$ cat config.mk
export PLATFORM = sky130hd
export DESIGN_NAME = btsd_decoder
export DESIGN_NICKNAME = d
export VERILOG_FILES = /design/src/btsd_pkg.sv /design/src/btsd_decoder.sv
export VERILOG_INCLUDE_DIRS = /design/src
export SDC_FILE = /design/constraint.sdc
export NUM_CORES = 1
export LEC_CHECK = 0
export BUFFER_PORTS_ARGS = -buffer_cell sky130_fd_sc_hd__buf_2
export CAP_MARGIN = 40
export CORE_UTILIZATION = 40
export CTS_CLUSTER_DIAMETER = 30
export DETAILED_ROUTE_END_ITERATION = 10
export PLACE_DENSITY = 0.79
export SKIP_LAST_GASP = 1
export SLEW_MARGIN = 10
export SYNTH_ARGS = -nofsm -noshare
export SYNTH_HDL_FRONTEND = slang
export SYNTH_SLANG_ARGS = --single-unit
$ cat constraint.sdc
create_clock -name mclk_in -period 1.6 [get_ports mclk_in]
set_input_delay 0.32 -clock mclk_in [delete_from_list [all_inputs] [get_ports mclk_in]]
set_output_delay 0.32 -clock mclk_in [all_outputs]
set_load 0.05 [all_outputs]
$ cat src/btsd_regs.svh
// constants for the bit test and skip decoder
// assumes inclusion by the decoder only
`ifndef BTSD_REGS_SVH
`define BTSD_REGS_SVH
`define BTSD_OP_CLEAR 4'hB
`define BTSD_OP_SET 4'hA
`define BTSD_OP_POS 12
`define BTSD_BIT_POS 9
`define BTSD_FLAG_POS 8
`define BTSD_ILO_MAX 8'h5F
`define BTSD_ACCESS_SPLIT 8'h60
`define BTSD_ACCESS_HIGH_BANK 4'hF
`define BTSD_SKIP_ONE 2'h1
`define BTSD_SKIP_TWO 2'h2
`endif

$ cat src/btsd_pkg.sv
// types for the bit test and skip decoder
// assumes btsd_regs.svh sits in the include path
package btsd_pkg;
    typedef enum logic [1:0] {
        BTSD_Q1,
        BTSD_Q2,
        BTSD_Q3,
        BTSD_Q4
    } btsd_phase_e;
    typedef enum logic [1:0] {
        BTSD_MODE_ACCESS,
        BTSD_MODE_BANKED,
        BTSD_MODE_INDEXED
    } btsd_mode_e;
    typedef struct packed {
        logic [3:0] bank;
        logic [7:0] offset;
    } btsd_addr_s;
endpackage

$ cat src/btsd_decoder.sv
// bit test and skip decode and execute for an 8-bit core
// assumes fetch unit supplies instruction word at q1 and register data by q3
//
// Function
// - top nibble 1011 is skip_if_bit_clear, 1010 is skip_if_bit_set.
// - skip_if_bit_clear skips next instruction when selected bit reads zero.
// - skip_if_bit_set skips next instruction when selected bit reads one.
// - taken skip discards prefetched instruction and executes a no-operation instead.
// - flag 0 selects access bank, flag 1 uses bank_select_reg bank.
// - extended set, flag 0, address up to 5Fh uses indexed literal offset.
`include "btsd_regs.svh"
module btsd_decoder (
    input wire logic mclk_in,
    input wire logic rst_in,
    input wire logic [15:0] instr_in,
    input wire logic instr_valid_in,
    input wire logic next_two_word_in,
    input wire logic ext_set_en_in,
    input wire logic [3:0] bank_select_reg_in,
    input wire logic [7:0] file_data_in,
    output logic [1:0] phase_out,
    output logic is_bit_test_out,
    output logic [11:0] read_addr_out,
    output logic read_indexed_out,
    output logic read_en_out,
    output logic skip_out,
    output logic squash_out,
    output logic [1:0] nop_cycles_out
);
    btsd_pkg::btsd_phase_e phase_reg;
    logic [15:0] instr_reg;
    logic active_reg;
    logic skip_reg;
    logic [1:0] nop_cycles_reg;
    btsd_pkg::btsd_mode_e mode_next;
    btsd_pkg::btsd_addr_s addr_next;
    logic is_clear;
    logic is_set;
    logic [2:0] bit_idx;
    logic flag;
    logic [7:0] faddr;
    logic test_bit;

    // quarter cycle sequencer runs free; one instruction cycle is four clocks
    always_ff @(posedge mclk_in) begin
        if (rst_in) begin
            phase_reg <= btsd_pkg::BTSD_Q1;
        end else begin
            case (phase_reg)
                btsd_pkg::BTSD_Q1: phase_reg <= btsd_pkg::BTSD_Q2;
                btsd_pkg::BTSD_Q2: phase_reg <= btsd_pkg::BTSD_Q3;
                btsd_pkg::BTSD_Q3: phase_reg <= btsd_pkg::BTSD_Q4;
                btsd_pkg::BTSD_Q4: phase_reg <= btsd_pkg::BTSD_Q1;
                default: phase_reg <= btsd_pkg::BTSD_Q1;
            endcase
        end
    end

    // fields come from the latched copy, so fetch bus changes cannot disturb q2 to q4
    assign is_clear = instr_reg[15:`BTSD_OP_POS] == `BTSD_OP_CLEAR;
    assign is_set = instr_reg[15:`BTSD_OP_POS] == `BTSD_OP_SET;
    assign bit_idx = instr_reg[`BTSD_BIT_POS+2:`BTSD_BIT_POS];
    assign flag = instr_reg[`BTSD_FLAG_POS];
    assign faddr = instr_reg[7:0];
    assign test_bit = file_data_in[bit_idx];

    // latch the word at q1; a squashed slot is never latched as live
    always_ff @(posedge mclk_in) begin
        if (rst_in) begin
            instr_reg <= 16'h0000;
            active_reg <= 1'b0;
        end else if (phase_reg == btsd_pkg::BTSD_Q1) begin
            instr_reg <= instr_in;
            active_reg <= instr_valid_in && nop_cycles_reg == 2'h0 && !skip_reg;
        end
    end

    always_comb begin
        mode_next = btsd_pkg::BTSD_MODE_BANKED;
        addr_next.bank = bank_select_reg_in;
        addr_next.offset = faddr;
        if (!flag) begin
            if (ext_set_en_in && faddr <= `BTSD_ILO_MAX) begin
                mode_next = btsd_pkg::BTSD_MODE_INDEXED;
                addr_next.bank = 4'h0;
            end else begin
                // upper part of the access bank reaches the special function registers
                mode_next = btsd_pkg::BTSD_MODE_ACCESS;
                addr_next.bank = (faddr < `BTSD_ACCESS_SPLIT) ? 4'h0 : `BTSD_ACCESS_HIGH_BANK;
            end
        end
    end

    // q2 reads register; q3 decides; q4 idles
    // cleared again at q1, so skip_out stands exactly two clocks
    always_ff @(posedge mclk_in) begin
        if (rst_in) begin
            skip_reg <= 1'b0;
        end else if (phase_reg == btsd_pkg::BTSD_Q3) begin
            skip_reg <= active_reg && ((is_clear && !test_bit) || (is_set && test_bit));
        end else if (phase_reg == btsd_pkg::BTSD_Q1) begin
            skip_reg <= 1'b0;
        end
    end

    // count pending extra no-operation slots: none, or one when the skipped word is double
    always_ff @(posedge mclk_in) begin
        if (rst_in) begin
            nop_cycles_reg <= 2'h0;
        end else if (phase_reg == btsd_pkg::BTSD_Q1) begin
            if (skip_reg) begin
                nop_cycles_reg <= next_two_word_in ? `BTSD_SKIP_ONE : 2'h0;
            end else if (nop_cycles_reg != 2'h0) begin
                nop_cycles_reg <= nop_cycles_reg - 2'h1;
            end
        end
    end

    assign phase_out = phase_reg;
    assign is_bit_test_out = active_reg && (is_clear || is_set);
    assign read_addr_out = addr_next;
    assign read_indexed_out = mode_next == btsd_pkg::BTSD_MODE_INDEXED;
    assign read_en_out = is_bit_test_out && phase_reg == btsd_pkg::BTSD_Q2;
    assign skip_out = skip_reg;
    assign squash_out = phase_reg == btsd_pkg::BTSD_Q1 && (skip_reg || nop_cycles_reg != 2'h0);
    assign nop_cycles_out = nop_cycles_reg;

    // decision: both outcomes of each opcode
    skip_clear_a: assert property (@(posedge mclk_in) disable iff (rst_in)
        phase_reg == btsd_pkg::BTSD_Q3 && active_reg && is_clear && !test_bit |=> skip_reg)
        else $error("clear bit did not skip");
    skip_set_a: assert property (@(posedge mclk_in) disable iff (rst_in)
        phase_reg == btsd_pkg::BTSD_Q3 && active_reg && is_set && test_bit |=> skip_reg)
        else $error("set bit did not skip");
    clear_hold_a: assert property (@(posedge mclk_in) disable iff (rst_in)
        phase_reg == btsd_pkg::BTSD_Q3 && active_reg && is_clear && test_bit |=> !skip_reg)
        else $error("clear test skipped on set bit");
    set_hold_a: assert property (@(posedge mclk_in) disable iff (rst_in)
        phase_reg == btsd_pkg::BTSD_Q3 && active_reg && is_set && !test_bit |=> !skip_reg)
        else $error("set test skipped on clear bit");
    no_skip_a: assert property (@(posedge mclk_in) disable iff (rst_in)
        phase_reg == btsd_pkg::BTSD_Q3 && !(is_clear || is_set) |=> !skip_reg)
        else $error("skip from other opcode");
    skip_opcode_a: assert property (@(posedge mclk_in) disable iff (rst_in)
        skip_reg |-> is_clear || is_set)
        else $error("skip without bit test word");

    // squash and slot accounting
    squash_slot_a: assert property (@(posedge mclk_in) disable iff (rst_in)
        skip_reg && phase_reg == btsd_pkg::BTSD_Q4 |=> squash_out ##1 !active_reg)
        else $error("prefetch not squashed");
    skip_hold_a: assert property (@(posedge mclk_in) disable iff (rst_in)
        $rose(skip_reg) |-> phase_reg == btsd_pkg::BTSD_Q4 ##1 skip_reg ##1 !skip_reg)
        else $error("skip not held for two clocks");
    squash_q1_a: assert property (@(posedge mclk_in) disable iff (rst_in)
        squash_out |-> phase_reg == btsd_pkg::BTSD_Q1)
        else $error("squash outside q1");
    refuse_word_a: assert property (@(posedge mclk_in) disable iff (rst_in)
        squash_out |=> !active_reg)
        else $error("squashed word went live");
    no_read_squash_a: assert property (@(posedge mclk_in) disable iff (rst_in)
        !active_reg |-> !read_en_out)
        else $error("read for a dead slot");
    two_word_a: assert property (@(posedge mclk_in) disable iff (rst_in)
        skip_reg && phase_reg == btsd_pkg::BTSD_Q1 && next_two_word_in |=> ##3 squash_out)
        else $error("second word not squashed");
    one_cycle_a: assert property (@(posedge mclk_in) disable iff (rst_in)
        phase_reg == btsd_pkg::BTSD_Q4 && !skip_reg && nop_cycles_reg == 2'h0 |=> !squash_out)
        else $error("squash without skip");
    nop_no_skip_a: assert property (@(posedge mclk_in) disable iff (rst_in)
        nop_cycles_reg != 2'h0 |-> !skip_reg)
        else $error("skip inside a no-operation slot");
    nop_bound_a: assert property (@(posedge mclk_in) disable iff (rst_in)
        nop_cycles_reg <= `BTSD_SKIP_ONE)
        else $error("too many pending no-operation slots");
    refused_nop_a: assert property (@(posedge mclk_in) disable iff (rst_in)
        phase_reg == btsd_pkg::BTSD_Q1 && nop_cycles_reg != 2'h0 |=> !active_reg)
        else $error("second word went live");

    // operand addressing; the indexed offset add is left to the register file
    access_bank_a: assert property (@(posedge mclk_in) disable iff (rst_in)
        !flag && !ext_set_en_in |-> mode_next == btsd_pkg::BTSD_MODE_ACCESS)
        else $error("access bank not chosen");
    banked_a: assert property (@(posedge mclk_in) disable iff (rst_in)
        flag |-> addr_next.bank == bank_select_reg_in)
        else $error("bank select not used");
    banked_offset_a: assert property (@(posedge mclk_in) disable iff (rst_in)
        flag |-> addr_next.offset == faddr && !read_indexed_out)
        else $error("banked offset wrong");
    high_bank_a: assert property (@(posedge mclk_in) disable iff (rst_in)
        !flag && !read_indexed_out && faddr >= `BTSD_ACCESS_SPLIT |-> addr_next.bank == `BTSD_ACCESS_HIGH_BANK)
        else $error("upper access half misrouted");
    low_access_a: assert property (@(posedge mclk_in) disable iff (rst_in)
        !flag && !read_indexed_out && faddr < `BTSD_ACCESS_SPLIT |-> addr_next.bank == 4'h0)
        else $error("lower access half misrouted");
    indexed_a: assert property (@(posedge mclk_in) disable iff (rst_in)
        !flag && ext_set_en_in && faddr <= `BTSD_ILO_MAX |-> read_indexed_out)
        else $error("indexed mode missed");
    indexed_bank_a: assert property (@(posedge mclk_in) disable iff (rst_in)
        read_indexed_out |-> addr_next.bank == 4'h0 && !flag && ext_set_en_in)
        else $error("indexed mode out of place");
    no_index_high_a: assert property (@(posedge mclk_in) disable iff (rst_in)
        faddr > `BTSD_ILO_MAX |-> !read_indexed_out)
        else $error("indexed mode above limit");

    // quarter cycle and read timing
    read_q2_a: assert property (@(posedge mclk_in) disable iff (rst_in)
        read_en_out |-> phase_reg == btsd_pkg::BTSD_Q2 ##1 phase_reg == btsd_pkg::BTSD_Q3)
        else $error("read outside q2");
    q1_step_a: assert property (@(posedge mclk_in) disable iff (rst_in)
        phase_reg == btsd_pkg::BTSD_Q1 |=> phase_reg == btsd_pkg::BTSD_Q2)
        else $error("q1 not followed by q2");
    q4_wrap_a: assert property (@(posedge mclk_in) disable iff (rst_in)
        phase_reg == btsd_pkg::BTSD_Q4 |=> phase_reg == btsd_pkg::BTSD_Q1)
        else $error("q4 not followed by q1");
    skip_taken_c: cover property (@(posedge mclk_in) disable iff (rst_in) skip_reg ##1 squash_out);
    two_word_c: cover property (@(posedge mclk_in) disable iff (rst_in) nop_cycles_reg == `BTSD_SKIP_ONE);
    indexed_c: cover property (@(posedge mclk_in) disable iff (rst_in) read_en_out && read_indexed_out);
    access_c: cover property (@(posedge mclk_in) disable iff (rst_in) read_en_out && !flag && !ext_set_en_in);
    no_skip_c: cover property (@(posedge mclk_in) disable iff (rst_in)
        phase_reg == btsd_pkg::BTSD_Q4 && is_bit_test_out && !skip_reg);
endmodule

-- Word-level counts from Yosys, hierarchy flattened
Index checks and enable logic that the tools add are counted.
- add/subtract/negate cells: 1
- $lt $le $gt $ge: 3
- equal/unequal tests: 6
- multiplexer cells: 13
- reductions and logical operators: 20
- operators with widths (operator ; number):
    $mux 4 ; 3
    $logic_and 1x1->1 ; 9
    $eq 4x4->1 const B ; 2
    $le 8x7->1 const B ; 1
    $lt 8x7->1 const B ; 1
    $mux 2 ; 4
    $pmux 2 s4 ; 1
    $eq 2x2->1 const B ; 3
    $reduce_bool 2->1 ; 3
    $logic_not 2->1 ; 2
    $lt 3x4->1 const B ; 1
    $mux 1 ; 4
    $bmux 1 s3 ; 1
    $logic_or 1x1->1 ; 3
    $eq 2x1->1 const B ; 1
    $logic_not 1->1 ; 2
    $reduce_and 2->1 ; 1
    $sub 2x1->2 const B ; 1
- flip-flop bits (word level): 22
- bits of input ports: 33
- output and inout bits: 21
- word-level logic and storage cells: 48

-- Logic depth before layout (Yosys ltp)
- depth after elaboration: 7
- mapped depth: 7
- gate-level depth less buffers: 7

-- Least setup slack after synthesis
OpenSTA, ideal clock, no wires.
- path type: reg2reg
- start point: register nop_cycles_reg[0] (netlist: nop_cycles_out[0])
- end point: register nop_cycles_reg[0] (netlist: nop_cycles_out[0])
- setup time: 75 ps
- arrival time: 1764 ps
- required time: 1525 ps
- setup slack: -238 ps
- cell stages (with the launch flop): 8
- path buffers: 0
- period minus slack after synthesis: 1838 ps
- path through: dfxtp_1 > inv_1 > ha_1 > inv_1 > o21ai_0 > inv_1 > nand3_1 > a31oi_1
- word-level cells in the longest chain between the ends: 3
- elaborated cells between the ends (all ways): 6
- those cells by class: add/sub (1); mux (2); reduce/logical (3)
- RTL lines (what ; RTL line ; source):
    from (decl) ; btsd_decoder.sv:34 ; logic [1:0] nop_cycles_reg;
    from (signal assigned) ; btsd_decoder.sv:112 ; nop_cycles_reg <= next_two_word_in ? `BTSD_SKIP_ONE : 2'h0;
    from (signal assigned) ; btsd_decoder.sv:114 ; nop_cycles_reg <= nop_cycles_reg - 2'h1;
    $sub 2x1->2 / $reduce_bool 2->1 (equally long branches) ; btsd_decoder.sv:114, btsd_decoder.sv:113 ;
    $mux 2 / $reduce_bool 2->1 (equally long branches) ; -- ;
    $mux 2 / $reduce_and 2->1 (equally long branches) ; -- ;
Several ways; a longest one is shown, not always the timed one. The select of a mux whose other input is x is not followed.
A chain may end at the register's enable or synchronous reset.

-- Worst setup path in the final report
- start point: register nop_cycles_reg[0] (netlist: nop_cycles_out[0])
- end point: output port squash_out
- word-level cells in the longest chain between the ends: 3
- RTL lines (what ; RTL line ; source):
    $reduce_bool 2->1 ; btsd_decoder.sv:125 ; assign squash_out = phase_reg == btsd_pkg::BTSD_Q1 && (skip_reg || nop_cycles_reg != 2'h0);
    $logic_or 1x1->1 ; btsd_decoder.sv:125 ;
    $logic_and 1x1->1 ; btsd_decoder.sv:125 ;
    to (decl) ; btsd_decoder.sv:27 ; output logic squash_out,
Every way passes these cells.

==> impl_metrics.csv <==
group,metric,value,unit
synthesis,synth_area,1040,µm²
sta,period_share,101.9,%
clock_network,clkTransAtPathRegs,0.11,ns
layout,area_delta_synth_final,38.87,%
floorplanning,ioPinCount,54,
floorplanning,num_rows,18,
sta,maxSlewHeadroom,73.94,%
global_route,grt_pass1_wl,3712,µm
global_route,grt_max_degree,24,
drt,drc,0,
layout,largest_reg_flops,16,
drt,via_per_inst,4.938,
floorplanning,core,2477,µm²
drt,wirelength,2429,µm
place,gp_congestion,0.7284,
sta,fin_crit,1.630,ns
synthesis,yosys.area.top_type,"dfxtp_1",
drt,post_drt_wl_per_cell,12.52,µm
sta,tightest_slew,0.3909,ns
sta,finalSetupViolations,2,
sta,fin_skew,0.0009091,ns
place,place_area,1294,µm²
sta,rsz0062_at_grt,"yes",
clock_network,holdBufCountCts,0,
setup_path,cp-start-kind,"flop",
setup_path,crit_path_end_kind,"output pin",
floorplanning,fp.dieW,52.99,µm
synthesis,synth_area_leaders,"dfxtp_1, mux2i_1, nor2_1, buf_4, mux4_1",
global_route,grt_pass1_vias,944,
outcome,status,"finished with violations",
power_and_ir_drop,finalPower,2.473,mW
synthesis,synth-seq-cells,22,
floorplanning,die_height,52.99,µm
power_and_ir_drop,peakVddDrop,1201,µV
layout,layout.cells.non_filler,194,
job,cap_violations,0,
clock_network,root_buffer,"clkbuf_4",
min_path,min_path_type,"in -> reg",
layout,drive_above_1_share,52.44,%
global_route,grt.overflow.total,0,
synthesis,synth_cell_type_count,24,
outcome,violations,"negative setup slack",
sta,fmax,613.6,MHz
clock_network,cts.sinks,22,
min_path,hp-start,"instr_in[12]",
global_route,met2_usage,37.55,%
clock_network,cts_buffers,3,
floorplanning,initial_core_util,41.97,%
sta,fin_tns_setup,-0.03680,ns
synthesis,synth_cells,109,
synthesis,synthesis.nets,146,
layout,antenna_cells,0,
place,portBuffers,53,
setup_path,cp-startpoint,"nop_cycles_out[0]$_SDFFE_PP0P_",
sta,worst_slack,-0.02983,ns
global_route,busiest_layer,"met2",
setup_path,path_max_fanout,3,
synthesis,ys_warn_count,0,
drt,drtPass1Iterations,4,
layout,final_core_util,58.28,%
clock_network,cts_tree,"built",
setup_path,worstReg2RegStart,"nop_cycles_out[0]$_SDFFE_PP0P_",
global_route,grtUsageMet3,5.460,%
synthesis,avgSynthCellArea,9.539,µm²
global_route,grt.total_usage,18.71,%
clock_network,h-tree-depth,1,
setup_path,crit_required,1.28,ns
floorplanning,die-area,2807,µm²
drt,vias,958,
power_and_ir_drop,p_per_area,1713,nW/µm²
clock_network,cts.path.max_buffers,2,
layout,fillers,248,
power_and_ir_drop,p_leak,0.7732,nW
drt,first_iter_violations,3,
global_route,met1_usage,17.02,%
global_route,antenna_found_initial,0,
place,dp.cells,183,
sta,maxSlewViolCount,0,
synthesis,yosysTopAreaCellShare,42.36,%
setup_path,cp.arrival,1.31,ns
clock_network,insertion_delay,0.30,ns
layout,fin_nets,203,
synthesis,seq_area_frac_synth,42.36,%
setup_path,worstSetupPathType,"reg -> out",
layout,fin_area,1444,µm²
sta,hold_viol_final,0,
drt,postRouteAntennaNets,0,
place,dp_hpwl,1719,µm
cells in the final DEF, fill, tap and decap left out:
master and n:
ha_1 3, nand3_1 2, nand2_1 2, mux4_1 2, ha_2 1, buf_8 3, buf_4 15, clkbuf_4 3
a31oi_1 1, or3_1 1, xor2_1 1, dfxtp_4 1, mux2i_1 18, o21ai_2 1, nand3b_1 2, inv_2 2
and2_4 2, inv_1 9, o21ai_1 1, a211oi_2 1, nor3_1 1, dfxtp_1 11, buf_2 46, nor2b_1 1
dfxtp_2 10, a21oi_1 5, and4b_2 1, nor2_1 18
critical path, stage by stage (launching register included):
cell and delay (ns):
dfxtp_2 0.35, inv_2 0.05, ha_2 0.16, inv_1 0.04
o21ai_2 0.17, inv_2 0.08, buf_8 0.15
logic make-up after synthesis:
| group | count (synthesis) | synth area share [%] |
|---|---|---|
| fa+ha+maj | 4 | 4.814 |
| buf+inv | 23 | 11.43 |
| compound gates | 9 | 4.692 |
| xor+xnor | 1 | 0.8425 |
| mux | 20 | 22.38 |
| simple gates | 30 | 13.48 |
| flops | 22 | 42.36 |
worst paths after layout:
path,slack [ns],to,cells past startpoint
max,-0.03,squash_out,6
min,0.25,instr_reg[12]$_SDFFE_PP0P_,3
max reg2reg,0.08,nop_cycles_out[1]$_SDFFE_PP0P_,8
min reg2reg,0.49,nop_cycles_out[1]$_SDFFE_PP0P_,2
synth_stat cells:
cell      count
buf_1         1
o21ai_0       1
nand2_1       2
or3_1         1
dfxtp_1      22
nand3_1       2
nor2_1       18
clkbuf_1      1
a211oi_1      1
and4b_1       1
mux2i_1      18
a21oi_1       5
mux4_1        2
buf_2         2
o21ai_1       1
nor3_1        1
xor2_1        1
a31oi_1       1
nor2b_1       1
and2_1        2
buf_4         8
ha_1          4
inv_1        11
nand3b_1      2
power by group:
group	leakage [nW]	switching, mW	internal (mW)
sequential	0.186	0.0890	0.691
clock	0.0138	0.159	0.0880
combinational	0.574	0.885	0.562
per-stage QoR:
step	setup slack, ns	hold WS, ns
after CTS	-0.03158	0.2357
after global placement	0.1829	0.4446
after detailed placement	0.1191	0.4742
after floorplan	0.01615	0.3842
final	-0.02983	0.2456
after global routing	-0.07969	0.2459
cell type report:
| type | count | area [µm²] | share of cell area, % |
|---|---|---|---|
| multi-input cells | 64 | 498.0 | 34.49 |
| inverters | 11 | 41.29 | 2.860 |
| well taps | 30 | 37.54 | 2.600 |
| clock buffers | 3 | 22.52 | 1.560 |
| flip-flops and latches | 22 | 456.7 | 31.63 |
| repair buffers | 64 | 387.9 | 26.86 |
metal layers:
layer  part of all wire (%)  wire [µm]
met5                      0          0
met4                    1.4         33
met2                     56       1360
met1                     35        853
met3                    7.5        181
repair_timing:
action | 4_1_cts | 5_1_grt
endpoints found under the hold margin | 0 | 0
setup buffers | 1 | 7
pin swaps | 0 | 3
endpoints found under the setup margin | 7 | 8
resized for setup | 16 | 13
No activity file was read; power rests on OpenSTA's default activity.
